File: config.mk
export PLATFORM = sky130hd
export DESIGN_NAME = alu_exec
export DESIGN_NICKNAME = d
export VERILOG_FILES = /design/src/alu_exec.v /design/src/byte_adder.v /design/src/bit_and_unit.v
export VERILOG_INCLUDE_DIRS = /design/src
export SDC_FILE = /design/constraint.sdc
export NUM_CORES = 1
export LEC_CHECK = 0
export BUFFER_PORTS_ARGS = -buffer_cell sky130_fd_sc_hd__clkbuf_2
export CAP_MARGIN = 10
export CORE_MARGIN = 2
export CORE_UTILIZATION = 48
export DETAILED_ROUTE_END_ITERATION = 10
export PLACE_DENSITY = 0.78
export SYNTH_ARGS = -nofsm -noshare
export SYNTH_HDL_FRONTEND = slang
export SYNTH_SLANG_ARGS = --single-unit
File: constraint.sdc
create_clock -name clk -period 8.3 [get_ports clk]
set_input_delay 0.83 -clock clk [delete_from_list [all_inputs] [get_ports clk]]
set_output_delay 0.83 -clock clk [all_outputs]
set_load 0.01 [all_outputs]
File: src/alu_defines.vh
// Purpose : constants for the add / add-with-carry / logical-and unit
// Assumes : included by every design file of the unit
// Notes   : opcodes are full bytes unless a width says otherwise
//
// How it works
// - add sums source byte and accumulator, result back into accumulator.
// - add sets carry from bit 7 carry-out, aux carry from bit 3.
// - add sets overflow when carries out of bits 6 and 7 differ.
// - add forms take register, direct, indirect or immediate source.
// - add-with-carry sums source, carry flag and accumulator in one go.
// - add-with-carry flags follow the same bit 7, 3 and 6/7 rules.
// - and accumulator with direct byte is 0x55, two bytes, one cycle.
// - and accumulator with indirect register is 0x56/0x57, one byte.
// - and accumulator with immediate is 0x54, two bytes, one cycle.
// - and direct with accumulator is 0x52, result to direct, one cycle.
// - and direct with immediate is 0x53, three bytes, two cycles.
// - bit and clears carry on a zero source bit, no other flag moves.
// - complemented bit form uses inverted bit, stored bit untouched.
// - bit and accepts only direct bit addressing.
// - true bit and is 0x82 plus bit address, two bytes, two cycles.
// - complemented bit and is 0xb0 plus bit address, two cycles.
// - byte and stores bitwise and in destination, flags untouched.
// - and on an output port reads the output latch, not the pins.
`ifndef ALU_DEFINES_VH
`define ALU_DEFINES_VH

`define OP_ADD_IMM      8'h24
`define OP_ADD_DIR      8'h25
`define OP_ADD_IND      7'h13
`define OP_ADD_REG      5'h05
`define OP_SUM_WITH_CARRY_OP_IMM     8'h34
`define OP_SUM_WITH_CARRY_OP_DIR     8'h35
`define OP_SUM_WITH_CARRY_OP_IND     7'h1b
`define OP_SUM_WITH_CARRY_OP_REG     5'h07
`define OP_ANL_DIR_A    8'h52
`define OP_ANL_DIR_IMM  8'h53
`define OP_ANL_IMM      8'h54
`define OP_ANL_DIR      8'h55
`define OP_ANL_IND      7'h2b
`define OP_ANL_REG      5'h0b
`define OP_ANL_BIT      8'h82
`define OP_ANL_NBIT     8'hb0

`define BIT_SFR_FLAG    7
`define BIT_RAM_BASE    8'h20
`define PORT0_ADDR      8'h80
`define PORT1_ADDR      8'h90
`define PORT2_ADDR      8'ha0
`define PORT3_ADDR      8'hb0

`define AUX_CARRY_BIT   4
`define OVF_LOW_BIT     7
`define CARRY_BIT       8

`define ACC_RESET       8'h00
`define BYTE_ZERO       8'h00

`endif

File: src/alu_exec.v
// Purpose : executes add, add-with-carry and logical-and instructions
// Assumes : decoder offers opcode and following bytes with valid/ready;
//           data memory read is combinational on memRdAddr
// Notes   : memory writes are registered and land one cycle after
//           the execute cycle that produced them
`timescale 1ns/100ps
`default_nettype none
`include "alu_defines.vh"

module alu_exec (
  input  wire       clk,
  input  wire       reset,
  input  wire       instrValid,
  output wire       instrReady,
  input  wire [7:0] opcode,
  input  wire [7:0] operandByte1,
  input  wire [7:0] operandByte2,
  output reg  [7:0] memRdAddr,
  input  wire [7:0] memRdData,
  output wire       memWrEn,
  output wire [7:0] memWrAddr,
  output wire [7:0] memWrData,
  input  wire [7:0] portLatch0,
  input  wire [7:0] portLatch1,
  input  wire [7:0] portLatch2,
  input  wire [7:0] portLatch3,
  input  wire       accWrEn,
  input  wire [7:0] accWrData,
  input  wire       carryWrEn,
  input  wire       carryWrData,
  input  wire       regWrEn,
  input  wire [2:0] regWrIdx,
  input  wire [7:0] regWrData,
  output wire [7:0] acc,
  output wire       carryFlag,
  output wire       auxCarryFlag,
  output wire       overflowFlag,
  output wire       instrDone,
  output wire       illegalOp
);

  localparam ST_IDLE   = 1'b0;
  localparam ST_SECOND = 1'b1;

  // ----------------------------------------------------------------
  // state
  // ----------------------------------------------------------------
  reg        state_q;
  reg        state_d;
  reg  [7:0] acc_q;
  reg  [7:0] acc_d;
  reg        carry_q;
  reg        carry_d;
  reg        aux_q;
  reg        aux_d;
  reg        ovf_q;
  reg        ovf_d;
  reg  [7:0] opcode_q;
  reg  [7:0] addr_q;
  reg  [7:0] addr_d;
  reg  [7:0] imm_q;
  reg  [7:0] hold_q;
  reg  [7:0] hold_d;
  reg        wrEn_q;
  reg        wrEn_d;
  reg  [7:0] wrAddr_q;
  reg  [7:0] wrAddr_d;
  reg  [7:0] wrData_q;
  reg  [7:0] wrData_d;
  reg        done_q;
  reg        done_d;
  reg        illegal_q;
  reg        illegal_d;
  reg  [7:0] regFile [0:7];

  // ----------------------------------------------------------------
  // decode of the offered opcode
  // ----------------------------------------------------------------
  wire       take;
  wire       isAddImm;
  wire       isAddDir;
  wire       isAddInd;
  wire       isAddReg;
  wire       isAddcImm;
  wire       isAddcDir;
  wire       isAddcInd;
  wire       isAddcReg;
  wire       isAnlImm;
  wire       isAnlDir;
  wire       isAnlInd;
  wire       isAnlReg;
  wire       isAnlDirA;
  wire       isAnlDirImm;
  wire       isAnlBit;
  wire       isAnlNBit;
  wire       srcImm;
  wire       srcDir;
  wire       srcInd;
  wire       srcReg;
  wire       isAddAny;
  wire       isAddcAny;
  wire       isAnlAcc;
  wire       isBitOp;
  wire [7:0] pointer;
  wire [7:0] srcByte;
  wire [7:0] sum;
  wire       sumCarry;
  wire       sumAux;
  wire       sumOvf;
  wire       bitCarry;
  wire       heldBitInv;

  assign take = instrValid & (state_q == ST_IDLE);
  assign instrReady = (state_q == ST_IDLE);

  assign isAddImm  = (opcode == `OP_ADD_IMM);
  assign isAddDir  = (opcode == `OP_ADD_DIR);
  assign isAddInd  = (opcode[7:1] == `OP_ADD_IND);
  assign isAddReg  = (opcode[7:3] == `OP_ADD_REG);
  assign isAddcImm = (opcode == `OP_SUM_WITH_CARRY_OP_IMM);
  assign isAddcDir = (opcode == `OP_SUM_WITH_CARRY_OP_DIR);
  assign isAddcInd = (opcode[7:1] == `OP_SUM_WITH_CARRY_OP_IND);
  assign isAddcReg = (opcode[7:3] == `OP_SUM_WITH_CARRY_OP_REG);
  assign isAnlImm  = (opcode == `OP_ANL_IMM);
  assign isAnlDir  = (opcode == `OP_ANL_DIR);
  assign isAnlInd  = (opcode[7:1] == `OP_ANL_IND);
  assign isAnlReg  = (opcode[7:3] == `OP_ANL_REG);
  assign isAnlDirA = (opcode == `OP_ANL_DIR_A);
  assign isAnlDirImm = (opcode == `OP_ANL_DIR_IMM);
  // only a direct bit address follows these two opcodes
  assign isAnlBit  = (opcode == `OP_ANL_BIT);
  assign isAnlNBit = (opcode == `OP_ANL_NBIT);

  // four source modes shared by add, add-with-carry and and-to-acc
  assign srcImm = isAddImm | isAddcImm | isAnlImm;
  assign srcDir = isAddDir | isAddcDir | isAnlDir;
  assign srcInd = isAddInd | isAddcInd | isAnlInd;
  assign srcReg = isAddReg | isAddcReg | isAnlReg;
  assign isAddAny  = isAddImm | isAddDir | isAddInd | isAddReg;
  assign isAddcAny = isAddcImm | isAddcDir | isAddcInd | isAddcReg;
  assign isAnlAcc  = isAnlImm | isAnlDir | isAnlInd | isAnlReg;
  assign isBitOp   = isAnlBit | isAnlNBit;

  // pointer from R0 or R1, register from the low three bits
  assign pointer = regFile[{2'b00, opcode[0]}];

  assign srcByte = srcImm ? operandByte1 :
                   srcReg ? regFile[opcode[2:0]] :
                   memRdData;

  // ----------------------------------------------------------------
  // helpers
  // ----------------------------------------------------------------
  function [7:0] bitToByte;
    input [7:0] bitAddr;
    begin
      if (bitAddr[`BIT_SFR_FLAG]) begin
        bitToByte = {bitAddr[7:3], 3'b000};
      end else begin
        bitToByte = `BIT_RAM_BASE + {4'b0000, bitAddr[6:3]};
      end
    end
  endfunction

  // read-modify-write on a port starts from what was last written
  function [7:0] rmwSource;
    input [7:0] addr;
    input [7:0] memVal;
    input [7:0] p0;
    input [7:0] p1;
    input [7:0] p2;
    input [7:0] p3;
    begin
      if (addr == `PORT0_ADDR) begin
        rmwSource = p0;
      end else if (addr == `PORT1_ADDR) begin
        rmwSource = p1;
      end else if (addr == `PORT2_ADDR) begin
        rmwSource = p2;
      end else if (addr == `PORT3_ADDR) begin
        rmwSource = p3;
      end else begin
        rmwSource = memVal;
      end
    end
  endfunction

  // ----------------------------------------------------------------
  // arithmetic and bit units
  // ----------------------------------------------------------------
  byte_adder u_adder (
    .addA        (acc_q),
    .addB        (srcByte),
    .carryIn     (isAddcAny & carry_q),
    .sum         (sum),
    .carryOut    (sumCarry),
    .auxCarryOut (sumAux),
    .overflowOut (sumOvf)
  );

  assign heldBitInv = (opcode_q == `OP_ANL_NBIT);

  bit_and_unit u_bit (
    .srcByte  (hold_q),
    .bitIdx   (addr_q[2:0]),
    .invert   (heldBitInv),
    .carryIn  (carry_q),
    .carryOut (bitCarry)
  );

  // ----------------------------------------------------------------
  // memory read address
  // ----------------------------------------------------------------
  always @* begin
    if (state_q == ST_SECOND) begin
      memRdAddr = addr_q;
    end else if (srcInd) begin
      memRdAddr = pointer;
    end else if (isBitOp) begin
      memRdAddr = bitToByte(operandByte1);
    end else begin
      memRdAddr = operandByte1;
    end
  end

  // ----------------------------------------------------------------
  // execute
  // ----------------------------------------------------------------
  always @* begin
    state_d   = state_q;
    acc_d     = accWrEn ? accWrData : acc_q;
    carry_d   = carryWrEn ? carryWrData : carry_q;
    aux_d     = aux_q;
    ovf_d     = ovf_q;
    addr_d    = addr_q;
    hold_d    = hold_q;
    wrEn_d    = 1'b0;
    wrAddr_d  = wrAddr_q;
    wrData_d  = wrData_q;
    done_d    = 1'b0;
    illegal_d = 1'b0;
    case (state_q)
      ST_IDLE: begin
        if (take) begin
          if (isAddAny | isAddcAny) begin
            acc_d   = sum;
            carry_d = sumCarry;
            aux_d   = sumAux;
            ovf_d   = sumOvf;
            done_d  = 1'b1;
          end else if (isAnlAcc) begin
            // flags are left as they were
            acc_d  = acc_q & srcByte;
            done_d = 1'b1;
          end else if (isAnlDirA) begin
            wrEn_d   = 1'b1;
            wrAddr_d = operandByte1;
            wrData_d = acc_q & rmwSource(operandByte1, memRdData,
                         portLatch0, portLatch1, portLatch2,
                         portLatch3);
            done_d   = 1'b1;
          end else if (isAnlDirImm) begin
            addr_d  = operandByte1;
            hold_d  = rmwSource(operandByte1, memRdData,
                        portLatch0, portLatch1, portLatch2,
                        portLatch3);
            state_d = ST_SECOND;
          end else if (isBitOp) begin
            addr_d  = operandByte1;
            hold_d  = memRdData;
            state_d = ST_SECOND;
          end else begin
            // unknown opcodes are consumed without side effects
            illegal_d = 1'b1;
            done_d    = 1'b1;
          end
        end
      end
      ST_SECOND: begin
        if (opcode_q == `OP_ANL_DIR_IMM) begin
          wrEn_d   = 1'b1;
          wrAddr_d = addr_q;
          wrData_d = hold_q & imm_q;
        end else begin
          carry_d = bitCarry;
        end
        done_d  = 1'b1;
        state_d = ST_IDLE;
      end
      default: begin
        state_d = ST_IDLE;
      end
    endcase
  end

  // ----------------------------------------------------------------
  // registers
  // ----------------------------------------------------------------
  always @(posedge clk) begin
    if (reset) begin
      state_q   <= ST_IDLE;
      acc_q     <= `ACC_RESET;
      carry_q   <= 1'b0;
      aux_q     <= 1'b0;
      ovf_q     <= 1'b0;
      opcode_q  <= `BYTE_ZERO;
      addr_q    <= `BYTE_ZERO;
      imm_q     <= `BYTE_ZERO;
      hold_q    <= `BYTE_ZERO;
      wrEn_q    <= 1'b0;
      wrAddr_q  <= `BYTE_ZERO;
      wrData_q  <= `BYTE_ZERO;
      done_q    <= 1'b0;
      illegal_q <= 1'b0;
    end else begin
      state_q   <= state_d;
      acc_q     <= acc_d;
      carry_q   <= carry_d;
      aux_q     <= aux_d;
      ovf_q     <= ovf_d;
      addr_q    <= addr_d;
      hold_q    <= hold_d;
      wrEn_q    <= wrEn_d;
      wrAddr_q  <= wrAddr_d;
      wrData_q  <= wrData_d;
      done_q    <= done_d;
      illegal_q <= illegal_d;
      if (take) begin
        opcode_q <= opcode;
        imm_q    <= operandByte2;
      end
    end
  end

  // working registers are loaded by the core, not reset
  always @(posedge clk) begin
    if (regWrEn) begin
      regFile[regWrIdx] <= regWrData;
    end
  end

  assign memWrEn      = wrEn_q;
  assign memWrAddr    = wrAddr_q;
  assign memWrData    = wrData_q;
  assign acc          = acc_q;
  assign carryFlag    = carry_q;
  assign auxCarryFlag = aux_q;
  assign overflowFlag = ovf_q;
  assign instrDone    = done_q;
  assign illegalOp    = illegal_q;

endmodule // alu_exec

`default_nettype wire

File: src/byte_adder.v
// Purpose : ripple adder giving sum and carry, aux carry, overflow flags
// Assumes : purely combinational, used once per add instruction
// Notes   : carry chain is kept per bit so bits 3, 6 and 7 are visible
`timescale 1ns/100ps
`default_nettype none
`include "alu_defines.vh"

module byte_adder (
  input  wire [7:0] addA,
  input  wire [7:0] addB,
  input  wire       carryIn,
  output wire [7:0] sum,
  output wire       carryOut,
  output wire       auxCarryOut,
  output wire       overflowOut
);

  wire [8:0] chain;

  assign chain[0] = carryIn;

  // ----------------------------------------------------------------
  // per bit full adders
  // ----------------------------------------------------------------
  genvar i;
  generate
    for (i = 0; i < 8; i = i + 1) begin : g_bit
      assign sum[i]     = addA[i] ^ addB[i] ^ chain[i];
      assign chain[i+1] = (addA[i] & addB[i]) |
                          (chain[i] & (addA[i] ^ addB[i]));
    end
  endgenerate

  assign carryOut    = chain[`CARRY_BIT];
  assign auxCarryOut = chain[`AUX_CARRY_BIT];
  // set only when the carries out of bit 6 and bit 7 disagree
  assign overflowOut = chain[`OVF_LOW_BIT] ^ chain[`CARRY_BIT];

endmodule // byte_adder

`default_nettype wire

File: src/bit_and_unit.v
// Purpose : and of the carry flag with one bit of a byte
// Assumes : byte already fetched, bit index from the bit address
// Notes   : never writes the source byte back
`timescale 1ns/100ps
`default_nettype none
`include "alu_defines.vh"

module bit_and_unit (
  input  wire [7:0] srcByte,
  input  wire [2:0] bitIdx,
  input  wire       invert,
  input  wire       carryIn,
  output wire       carryOut
);

  wire srcBit;

  // complement is applied to a copy only, the stored bit stays as it is
  assign srcBit   = srcByte[bitIdx] ^ invert;
  // a zero operand clears carry, a one leaves it alone
  assign carryOut = carryIn & srcBit;

endmodule // bit_and_unit

`default_nettype wire

# Yosys cells after proc, flatten, opt, wreduce, memory -nomap -nowiden
# Memories as Yosys holds them, arrays and structs flattened.
# Cells that the tools add are included.
# W data, S select, Z words.
[op_classes] add_sub_neg=1 mul=0 div_mod_pow=0 magnitude_cmp=1 eq_ne=27 n_shift=0 muxes=65 bitwise=70 n_reduce_logical=5
[op_table] op="$mux W8" count=34
[op_table] op="$eq A8 B8 Y1 const B" count=7
[op_table] op="$eq A8 B7 Y1 const B" count=5
[op_table] op="$eq A8 B6 Y1 const B" count=4
[op_table] op="$pmux W8 S2" count=2
[op_table] op="$or A1 B1 Y1" count=25
[op_table] op="$and A8 B8 Y8" count=3
[op_table] op="$mux W1" count=24
[op_table] op="$and A1 B1 Y1" count=19
[op_table] op="$xor A1 B1 Y1" count=18
[op_table] op="$eq A7 B5 Y1 const B" count=2
[op_table] op="$eq A5 B3 Y1 const B" count=2
[op_table] op="$pmux W1 S2" count=4
[op_table] op="$add A6 B4 Y7 const A" count=1
[op_table] op="$eq A7 B6 Y1 const B" count=1
[op_table] op="$ne A2 B1 Y1 const B" count=3
[op_table] op="$reduce_and A6 Y1" count=1
[op_table] op="$reduce_or A6 Y1" count=1
[op_table] op="$eq A5 B4 Y1 const B" count=1
[op_table] op="$not A1 Y1" count=5
[op_table] op="$reduce_and A5 Y1" count=1
[op_table] op="$lt A3 B4 Y1 const B" count=1
[op_table] op="$ne A2 B2 Y1 const B" count=2
[op_table] op="$bmux W1 S3" count=1
[op_table] op="other kinds (2)" count=2
[totals] ff_bits=63 latchBits=0 ram_bits=64 rom_bits=0 in_bits=90 out_inout_bits=39 mem_count=1
[memory_table] memory="regFile" words=8 word_bits=8 rd=2 rd_clocked_by_memory_dff=0 write_ports=1 line="alu_exec.v:74" rtl="reg [7:0] regFile [0:7];"

# Logic depth before layout (Yosys ltp)
# Gate-level depths: netlist of run 1.
[depth] word_depth=25 ltp_mapped=21

# By module
# Synthesis of run 1 repeated with hierarchy kept, for this count alone.
[unflattened] cells_unflattened=627 area_unflattened_um2=6632.6
[by_module_without_submodules] mod="alu_exec" n_inst=1 cells_per_inst=590 area_per_inst_um2=6304.8
[by_module_without_submodules] mod="byte_adder" n_inst=1 cells_per_inst=28 area_per_inst_um2=240.2
[by_module_without_submodules] mod="bit_and_unit" n_inst=1 cells_per_inst=9 area_per_inst_um2=87.6

# Worst setup path after synthesis of run 1
# Ideal clock, no wire load.
[synth_timing] kind="input-to-reg" startpoint="input port opcode[0]" endpoint="register acc_q[7], in the netlist acc[7]" t_arrival_ns=5.484 setup_slack_ns=2.685 stages=20 path_cell_list="buf_2 buf_2 nor2_1 nand4b_1 clkbuf_1 o21ai_0 a2bb2oi_1 fa_1 fa_1 fa_1 fa_1 inv_1 fa_1 inv_1 fa_1 fa_1 inv_1 fa_1 o22ai_1 nor3_1"
[synth_between] elab_chain_cells=23 word_cells_on_any_way=57 classes_between="eq/ne: 6; mux: 6; bitwise: 44; memory: 1"
[synth_rtl] element="start, declared" line="alu_exec.v:15" rtl="input wire [7:0] opcode,"
[synth_rtl] element="$eq A8 B6 Y1 (no line)"
[synth_rtl] element="$or A1 B1 Y1 (on tied branches) (2 in a row)" line="alu_exec.v:140, alu_exec.v:135"
[synth_rtl] element="$or A1 B1 Y1 / $mux W8 (equally long branches)" line="alu_exec.v:140, alu_exec.v:147"
[synth_rtl] element="$and A1 B1 Y1 / $xor A1 B1 Y1 (equally long branches)" line="alu_exec.v:194, byte_adder.v:30"
[synth_rtl] element="$and A1 B1 Y1" line="byte_adder.v:30" rtl="(chain[i] & (addA[i] ^ addB[i]));"
[synth_rtl] element="$or A1 B1 Y1" line="byte_adder.v:29" rtl="assign chain[i+1] = (addA[i] & addB[i]) |"
[synth_rtl] element="$and A1 B1 Y1" line="byte_adder.v:30"
[synth_rtl] element="$or A1 B1 Y1" line="byte_adder.v:29"
[synth_rtl] element="[4 not listed]"
[synth_rtl] element="via sumAux" line="alu_exec.v:108" rtl="wire sumAux;"
[synth_rtl] element="[2 not listed]"
[synth_rtl] element="$and A1 B1 Y1 (*)" line="byte_adder.v:30"
[synth_rtl] element="$or A1 B1 Y1 (*)" line="byte_adder.v:29"
[synth_rtl] element="$and A1 B1 Y1 (*)" line="byte_adder.v:30"
[synth_rtl] element="$or A1 B1 Y1 (*)" line="byte_adder.v:29"
[synth_rtl] element="$xor A1 B1 Y1 (*)" line="byte_adder.v:28" rtl="assign sum[i] = addA[i] ^ addB[i] ^ chain[i];"
[synth_rtl] element="$mux W8 (*)" line="alu_exec.v:245" rtl="if (isAddAny | isAddcAny) begin"
[synth_rtl] element="$mux W8 (*)" line="alu_exec.v:244" rtl="if (take) begin"
[synth_rtl] element="$mux W8 (*)" line="alu_exec.v:242" rtl="case (state_q)"
[synth_rtl] element="end signal, assigned" line="alu_exec.v:302" rtl="acc_q <= `ACC_RESET;"
[synth_rtl] element="end, declared" line="alu_exec.v:50" rtl="reg [7:0] acc_q;"
# Mark *: on every way through the listed nets, which the timed path passes. The rest lies on a longest branch.
# A chain may end at the register's enable or synchronous reset.

# Worst setup path after layout of run 1
# Same ends and word-level chain as after synthesis.

==> reports/metrics.cfg, run 1 <==
[worst_setup_path]
crit_path_start_kind = primary input
cp_slowest_stage_delay_ns = 0.66
path_class = in -> reg
path_common_cell = fa_1
worstPathCellList = clkbuf_2 -> nor2_1 -> nand4b_1 -> o21ai_0 -> a2bb2oi_1 -> fa_1 -> fa_1 -> fa_1 -> fa_1 -> inv_1 -> fa_1 -> inv_1 -> fa_1 -> fa_1 -> inv_1 -> fa_1 -> o22ai_1 -> nor3_1
crit_path_top_delay_cell = clkbuf_2
reg2regPathDepth = 17
cp.arrival_ns = 6.01
cp_max_fo = 29
cp_data_required_time_ns = 8.58
cp-end-kind = flop

[layout]
antennaDiodeCount = 0
area_growth_pct = 19.5
drive_gt1_share_pct = 26.6
final_common_cell = clkbuf_2
final_cells = 928
mostFrequentLayoutCells = 128 x clkbuf_2, 65 x nand2_1, 64 x edfxtp_1
layout.nets = 841

[route]
vias_per_cell = 6.14
wire_per_inst_um = 20.9
wl_mm = 19.4
ant_nets = 0
drt_pass1_iterations = 5
num_vias = 5698
drc = 0
drt_iter0_markers = 677

[logic_synthesis]
synth_edf_count = 64
synth_top_flop_cell = edfxtp_1
synth_top_area_cell = edfxtp_1
synth.distinct_cells = 63
avgSynthCellArea_um2 = 10.6
synth_fp_nets = 734
yosysWarnings = 0
yosys-top-cells-area = edfxtp_1 29%, dfxtp_1 19%, mux2i_1 5.7%
netlist.area_leader.share_pct = 28.9
async_flop_share_pct = 0
synth_cells = 628
synth_area_um2 = 6660
synth_seq_area_share_pct = 47.8
ys_ff_latch = 127

[clock_network]
tritoncts = yes
postCtsResizedCells = 0
cts-root-buf = clkbuf_16
cts_made_buffers = 17
worstSkewPairLatency_ns = 0.43
hold_buffers = 0
clock-sinks = 127
path_clk_slew_ns = 0.06
post_cts_buffers = 0
ctsHtreeMaxLevel = 4
cts.path.max_buffers = 2

[power]
clkPwrFrac_pct = 46.0
comb_power_share_pct = 10.6
p_switching_uw = 385
p_per_area_nw_per_um2 = 200
intPower_mw = 1.21
p_sw_share_pct = 24.1
ir_drop_v = 0.000192
seqPwrFrac_pct = 43.4
p_leak_nw = 3.11

[sta]
setup_violations = 0
rsz0062_at_grt = no
fin_crit_ns = 5.73
fmax_mhz = 174
drv_slew = 0
fin_crit_sh_pct = 69.1
skew_ns = 0.00753
slew_headroom_pct = 16.8
worst_pin_slew_ns = 1.24
timing.setup.tns_ns = 0
hold_viol_final = 0

[die]
initial_core_util_pct = 48.5
fp.coreArea_um2 = 13700
die_height_um = 122
row_count = 43
ios = 129
dieArea_um2 = 14800
die_x_um = 122

[grt]
grt_start_max_net_pins = 65
grt_pass1_vias = 5466
grt_use_total_pct = 26.8
grt_pass1_wl_mm = 29.7
antenna_found_initial = 0
globalRouteOverflowTotal = 0

[placed_design]
dpl.hpwl_mm = 14.1
placed_cells = 895
place.gp.congestion = 1.02
io_buffers = 128

[worst_hold_path]
min_path_cells = 2
hold_path.class = reg -> reg

[outcome]
outcome = finished, final reports clean

[job]
drv_cap = 0

==> cell usage after synthesis (7+ instances only) <==
library cell / instances
nand2_1: 65
edfxtp_1: 64
dfxtp_1: 63
nor2_1: 60
mux2i_1: 38
a21oi_1: 33
clkbuf_1: 32
a211oi_1: 24
o21ai_0: 21
a31oi_1: 20
inv_1: 16
mux4_2: 16
nor2b_1: 10
and3_1: 9
nor3_1: 9
fa_1: 8
ha_1: 8
nand2b_1: 8
o21bai_1: 8
a2111oi_0: 7
a211oi_2: 7
buf_2: 7
==> area by class of cell <==
class                   count  area, um2
inverters                  16       60.1
repair buffers            133        678
flip-flops and latches    127       3180
fillers                  1144       5760
multi-input cells         440       3230
clock buffers              22        474
clock inverters            10        110
well taps                 180        225
==> stage by stage <==
stage | total power [mW] | setup WS (ns) | cell area, um2 | hold WS (ns) | utilization [%]
2_1_floorplan | 0.796 | 2.68 | 6660 | 0.432 | -
3_3_place_gp | 0.864 | 2.32 | 7370 | 0.449 | 53.7
3_5_place_dp | 0.869 | 2.18 | 7370 | 0.453 | 53.7
4_1_cts | 1.60 | 2.59 | 7950 | 0.460 | 58.0
5_1_grt | 1.64 | 2.19 | 7960 | 0.492 | 58.0
6_report | 1.59 | 2.57 | 7960 | 0.461 | 58.0
==> worst paths after layout <==
kind | start | endpoint | slack (ns)
max | opcode[0] | acc[7] | 2.57
min reg2reg | imm_q[7] | imm_q[7] | 0.46
max reg2reg | regFile[1][0] | acc[7] | 3.59
min | imm_q[7] | imm_q[7] | 0.46
==> critical path: cells and delay by family <==
| family | cells | cell delay (ns) |
|---|---|---|
| buffers and inverters | 4 | 0.92 |
| adders and majority gates | 8 | 3.11 |
| and+or+nand+nor | 3 | 0.57 |
| AOI/OAI and AO/OA | 3 | 0.57 |
==> metal layers <==
layer	part of all wire, %	vias to the layer above	global-route usage, %
li1	-	2577	-
met1	39	2753	33.1
met2	48	311	43.5
met3	8.6	57	7.40
met4	4.1	0	13.0
met5	0	-	0
==> power by group through the flow <==
| stage | sequential [mW] | combinational [mW] | clock (mW) |
|---|---|---|---|
| 3_5_place_dp | 0.704 | 0.165 | 0 |
| 2_1_floorplan | 0.701 | 0.0954 | 0 |
| 6_report | 0.692 | 0.169 | 0.734 |
| 3_3_place_gp | 0.703 | 0.161 | 0 |
| 5_1_grt | 0.693 | 0.184 | 0.768 |
| 4_1_cts | 0.691 | 0.167 | 0.740 |
==> state kept, by name (all words and copies together) (netlist names) <==
| signal | count |
|---|---|
| instrDone | 1 |
| memWrData | 8 |
| memWrEn | 1 |
| hold_q | 8 |
| imm_q | 8 |
| memWrAddr | 8 |
| carryFlag | 1 |
| addr_q | 8 |
| regFile | 64 |
| auxCarryFlag | 1 |
| overflowFlag | 1 |
| acc | 8 |
| opcode_q | 8 |
| illegalOp | 1 |
| state_q | 1 |
==> cell families after synthesis <==
group	count (synthesis)	synth area share, %
buffers and inverters	61	3.81
muxes	60	12.1
AOI/OAI and AO/OA	171	18.2
xor gates and xnor gates	2	0.263
and+or+nand+nor	191	13.8
adders and majority gates	16	3.91
DFF	127	47.8
Note: power is estimated with default switching activity, not from simulation.
==> inputs of run 2 (changes only) <==
ABC_AREA = 1   (was not set)
clock period = 5.9 ns   (was 8.3 ns; I/O delays follow)
==> reports/metrics.cfg, run 2 <==
[layout]
mostFrequentLayoutCells = 129 x nand2_1, 128 x clkbuf_2, 79 x nor2_1
final_cells = 1096
area_growth_pct = 18.4
drive_gt1_share_pct = 23.9
design_area_um2 = 7950
top_register = regFile
utilization_pct = 57.7
antennaDiodeCount = 0
final_common_cell = nand2_1
largest_register_ffs = 64
ff_latch_area_um2 = 3180
multi_input_area_um2 = 3000
n_fill_cell = 1252
layout.nets = 1009

[clock_network]
worstSkewPairLatency_ns = 0.42
ctsHtreeMaxLevel = 4
hold_buffers = 0
tritoncts = yes
post_cts_buffers = 0
clock-sinks = 127
postCtsResizedCells = 0
cts.path.max_buffers = 2
path_clk_slew_ns = 0.06
cts_made_buffers = 17
cts-root-buf = clkbuf_16

[die]
die_height_um = 122
row_count = 43
fp.coreArea_um2 = 13800
die_x_um = 122
dieArea_um2 = 14900
ios = 129
initial_core_util_pct = 48.7

[logic_synthesis]
synth_top_family_by_area = simple AND/OR/NAND/NOR gates
synth_cells = 786
netlist.area_leader.share_pct = 28.6
synth-simple-area-share_pct = 21.4
ys_top_cells_by_count = 129 x nand2_1, 79 x nor2_1, 69 x o21ai_0
synth_seq_area_share_pct = 47.4
synth_area_um2 = 6710
synth_fp_nets = 892
yosysWarnings = 0
synth_adder_area_share_pct = 3.88
synth_top_area_cell = edfxtp_1
synth_compound_area_share_pct = 18.4
synth_most_common_cell = nand2_1
synth_top_flop_cell = edfxtp_1
yosys-top-cells-area = edfxtp_1 29%, dfxtp_1 19%, nand2_1 7.2%
ys_ff_latch = 127
synth_mux_area_share_pct = 0.746
avgSynthCellArea_um2 = 8.54
async_flop_share_pct = 0
synth_edf_count = 64
synth.distinct_cells = 51
synthXorXnorAreaFrac_pct = 0.261

[placed_design]
placed_cell_area_um2 = 7390
io_buffers = 128
placed_cells = 1064
dpl.hpwl_mm = 14.6
place.gp.congestion = 0.923
pre_cts_ws_ns = 0.371

[grt]
grt_use_total_pct = 26.8
grt_pass1_wl_mm = 29.6
globalRouteOverflowTotal = 0
grt_start_max_net_pins = 43
antenna_found_initial = 0
grt_pass1_vias = 5622

[sta]
fin_crit_sh_pct = 86.7
slew_headroom_pct = 30.7
setup_violations = 0
rsz0062_at_grt = no
worst_pin_slew_ns = 1.04
hold_ws_ns = 0.436
drv_slew = 0
hold_viol_final = 0
worst_slack_ns = 0.784
timing.setup.tns_ns = 0
fin_crit_ns = 5.12
skew_ns = 0.0112
fmax_mhz = 195

[worst_setup_path]
cp.arrival_ns = 5.41
cp_max_fo = 16
crit_path_start_kind = primary input
path_class = in -> reg
cp-end-kind = flop
cp_data_required_time_ns = 6.19
reg2regPathDepth = 18

[route]
wl_mm = 19.5
vias_per_cell = 5.55
drt_iter0_markers = 497
num_vias = 6084
wire_per_inst_um = 17.8
drc = 0
drt_pass1_iterations = 5
ant_nets = 0

[outcome]
outcome = finished, final reports clean

[job]
drv_cap = 0

[worst_hold_path]
min_path_cells = 3
hold_path.class = in -> reg

[power]
ir_drop_v = 0.000260
p_per_area_nw_per_um2 = 274
power.total_mw = 2.18
p_leak_nw = 3.42

-- run 2: power by group --
part	total (mW)	switching (mW)	internal, mW
Clock	0.961	0.375	0.586
Combinational	0.241	0.157	0.0834
Sequential	0.973	0.0161	0.957
Total	2.18	0.549	1.63
-- run 2: cell families (layout without fill, tap and decap cells) --
logic type      Yosys count  count (layout)
compound gates          208             208
simple gates            314             314
buf+inv                 114             244
fa+ha+maj                16              16
mux                       5               5
flops                   127             127
xor+xnor                  2               2
-- run 2: critical path, cell delays in order --
cell and delay, ns:
clkbuf_2 0.34, nor2_1 0.10, clkinv_1 0.15, nor2_1 0.06, o31ai_1 0.26, o211ai_1 0.18
nand2_1 0.09, o21ai_0 0.10, fa_1 0.42, fa_1 0.43, fa_1 0.43, fa_1 0.43
inv_1 0.09, fa_1 0.17, inv_1 0.05, fa_1 0.40, fa_1 0.41, inv_1 0.09
fa_1 0.40, o21ai_0 0.16, a21oi_1 0.05
-- run 2: worst paths after layout --
path	startpoint	end	slack, ns
setup / recovery	opcode[1]	acc[7]	0.78
hold / removal	operandByte2[6]	imm_q[6]	0.44
setup reg to reg	regFile[4][0]	acc[7]	1.20
hold reg to reg	imm_q[0]	imm_q[0]	0.45
-- run 2: routing by layer --
layer | track usage, % | up-vias | wire length [um]
met5 | 0 | - | 0
met4 | 14.8 | 0 | 763
met3 | 4.83 | 44 | 1450
met2 | 44.4 | 282 | 9460
met1 | 33.1 | 2811 | 7860
li1 | - | 2947 | -
-- run 2: cell type report --
cell class | count | share of cell area, %
flip-flops and latches | 127 | 40.1
multi-input cells | 545 | 37.8
repair buffers | 132 | 8.44
clock buffers | 23 | 6.20
inverters | 80 | 3.94
well taps | 180 | 2.83
clock inverters | 9 | 0.724
==> inputs of run 3 (changes only) <==
clock period = 5.09 ns   (was 5.9 ns; I/O delays follow)
==> reports/metrics.cfg, run 3 (synthesized netlist as in run 2, its figures left out) <==
[outcome]
outcome = finished, final reports clean

[clock_network]
clock-sinks = 127
cts_made_buffers = 17
worstSkewPairLatency_ns = 0.43
tritoncts = yes
path_clk_slew_ns = 0.06
post_cts_buffers = 0
cts.path.max_buffers = 2
ctsHtreeMaxLevel = 4
cts-root-buf = clkbuf_16
hold_buffers = 0
postCtsResizedCells = 0

[layout]
layout.nets = 1032
top_register = regFile
final_common_cell = nand2_1
drive_gt1_share_pct = 25.8
largest_register_ffs = 64
utilization_pct = 59.1
area_growth_pct = 21.3
n_fill_cell = 1188
final_cells = 1119
antennaDiodeCount = 0
mostFrequentLayoutCells = 129 x nand2_1, 128 x clkbuf_2, 79 x nor2_1

[route]
wl_met1_mm = 7.55
num_vias = 6219
vias_per_cell = 5.56
ant_nets = 0
maxUsedRoutingLayer = met4
wl_mm = 19.7
wire_per_inst_um = 17.6
drt_iter0_markers = 664
wl_met3_mm = 1.91
route.met2.wl_mm = 9.53
drc = 0
drt_pass1_iterations = 5

[sta]
setup_violations = 0
hold_viol_final = 0
fmax_mhz = 208
skew_ns = 0.00474
drv_slew = 0
worst_pin_slew_ns = 0.981
slew_headroom_pct = 34.5
fin_crit_ns = 4.80
timing.setup.tns_ns = 0
hold_ws_ns = 0.348
fin_crit_sh_pct = 94.4
rsz0062_at_grt = no

[die]
row_count = 43
initial_core_util_pct = 48.7
dieArea_um2 = 14900
die_height_um = 122
ios = 129
die_x_um = 122
fp.coreArea_um2 = 13800

[power]
intPower_mw = 1.93
ir_drop_v = 0.000274
p_sw_share_pct = 25.6
p_switching_uw = 664
comb_power_share_pct = 11.3
p_leak_nw = 3.54
p_per_area_nw_per_um2 = 319
clkPwrFrac_pct = 45.3
seqPwrFrac_pct = 43.4

[placed_design]
dpl.hpwl_mm = 14.7
place.gp.congestion = 0.899
io_buffers = 128
placed_cells = 1087

[worst_hold_path]
min_from = operandByte2[2]
hold_path.class = in -> reg
min_path_cells = 3
hold_end = imm_q[2]

[worst_setup_path]
path_class = in -> reg
reg2reg_to = acc[7]
reg2reg_slack_ns = 0.36
cp.arrival_ns = 5.10
reg2regPathDepth = 18
cp_max_fo = 5
cp-end-kind = flop
cp_data_required_time_ns = 5.39
r2r-start = regFile[7][0]
crit_path_start_kind = primary input

[grt]
grt_use_total_pct = 26.9
antenna_found_initial = 0
globalRouteOverflowTotal = 0
grt_start_max_net_pins = 43
grt_pass1_vias = 5879
grt_pass1_wl_mm = 30.0

[job]
drv_cap = 0

-- run 3: layer usage --
metal | up-vias | global-route usage [%]
li1 | 2974 | -
met1 | 2815 | 33.0
met2 | 372 | 45.2
met3 | 58 | 5.48
met4 | 0 | 13.1
met5 | - | 0
-- run 3: final cells by class --
| cell class | instances | area (um2) | share of cell area [%] |
|---|---|---|---|
| Sequential cell | 127 | 3180 | 39.1 |
| Multi-Input combinational cell | 545 | 3000 | 36.9 |
| Timing Repair Buffer | 155 | 843 | 10.4 |
| Clock buffer | 17 | 425 | 5.23 |
| Inverter | 80 | 313 | 3.84 |
| Tap cell | 180 | 225 | 2.77 |
| Clock inverter | 15 | 144 | 1.77 |
-- run 3: worst max-delay path by stage --
| stage | start | end | slack [ns] | cells past startpoint |
|---|---|---|---|---|
| floorplan | opcode[1] | acc[7] | 0.16 | 21 |
| global placement | opcode[0] | acc[7] | 0.03 | 22 |
| detailed placement | opcode[1] | acc[7] | -0.11 | 20 |
| CTS | opcode[0] | acc[7] | 0.33 | 22 |
| global route | opcode[0] | acc[7] | 0.006 | 22 |
| finish | opcode[0] | acc[7] | 0.29 | 22 |
-- run 3: metrics by stage --
stage	area (um2)	power, mW	setup WS [ns]
finish	8140	2.60	0.287
global route	8140	2.68	0.00626
CTS	8140	2.60	0.329
detailed placement	7570	1.44	-0.106
global placement	7570	1.43	0.0275
floorplan	6710	1.30	0.164
-- run 3: power groups by stage --
stage          clock network, mW  logic [mW]  registers [mW]
6_report                    1.18       0.294            1.13
5_1_grt                     1.23       0.320            1.13
4_1_cts                     1.18       0.291            1.13
3_5_place_dp                   0       0.289            1.15
3_3_place_gp                   0       0.284            1.15
2_1_floorplan                  0       0.158            1.15
-- run 3: critical path, stage by stage --
cell and delay (ns):
clkbuf_2 0.17, inv_8 0.10, nor2_1 0.04, clkinv_1 0.06
nor2_1 0.03, o31ai_1 0.23, o211ai_1 0.17, nand2_1 0.09
o21ai_0 0.10, fa_1 0.40, fa_1 0.45, fa_1 0.43
fa_1 0.42, inv_1 0.09, fa_1 0.17, inv_1 0.06
fa_1 0.41, fa_1 0.40, inv_1 0.09, fa_1 0.40
o21ai_0 0.20, a21oi_1 0.06
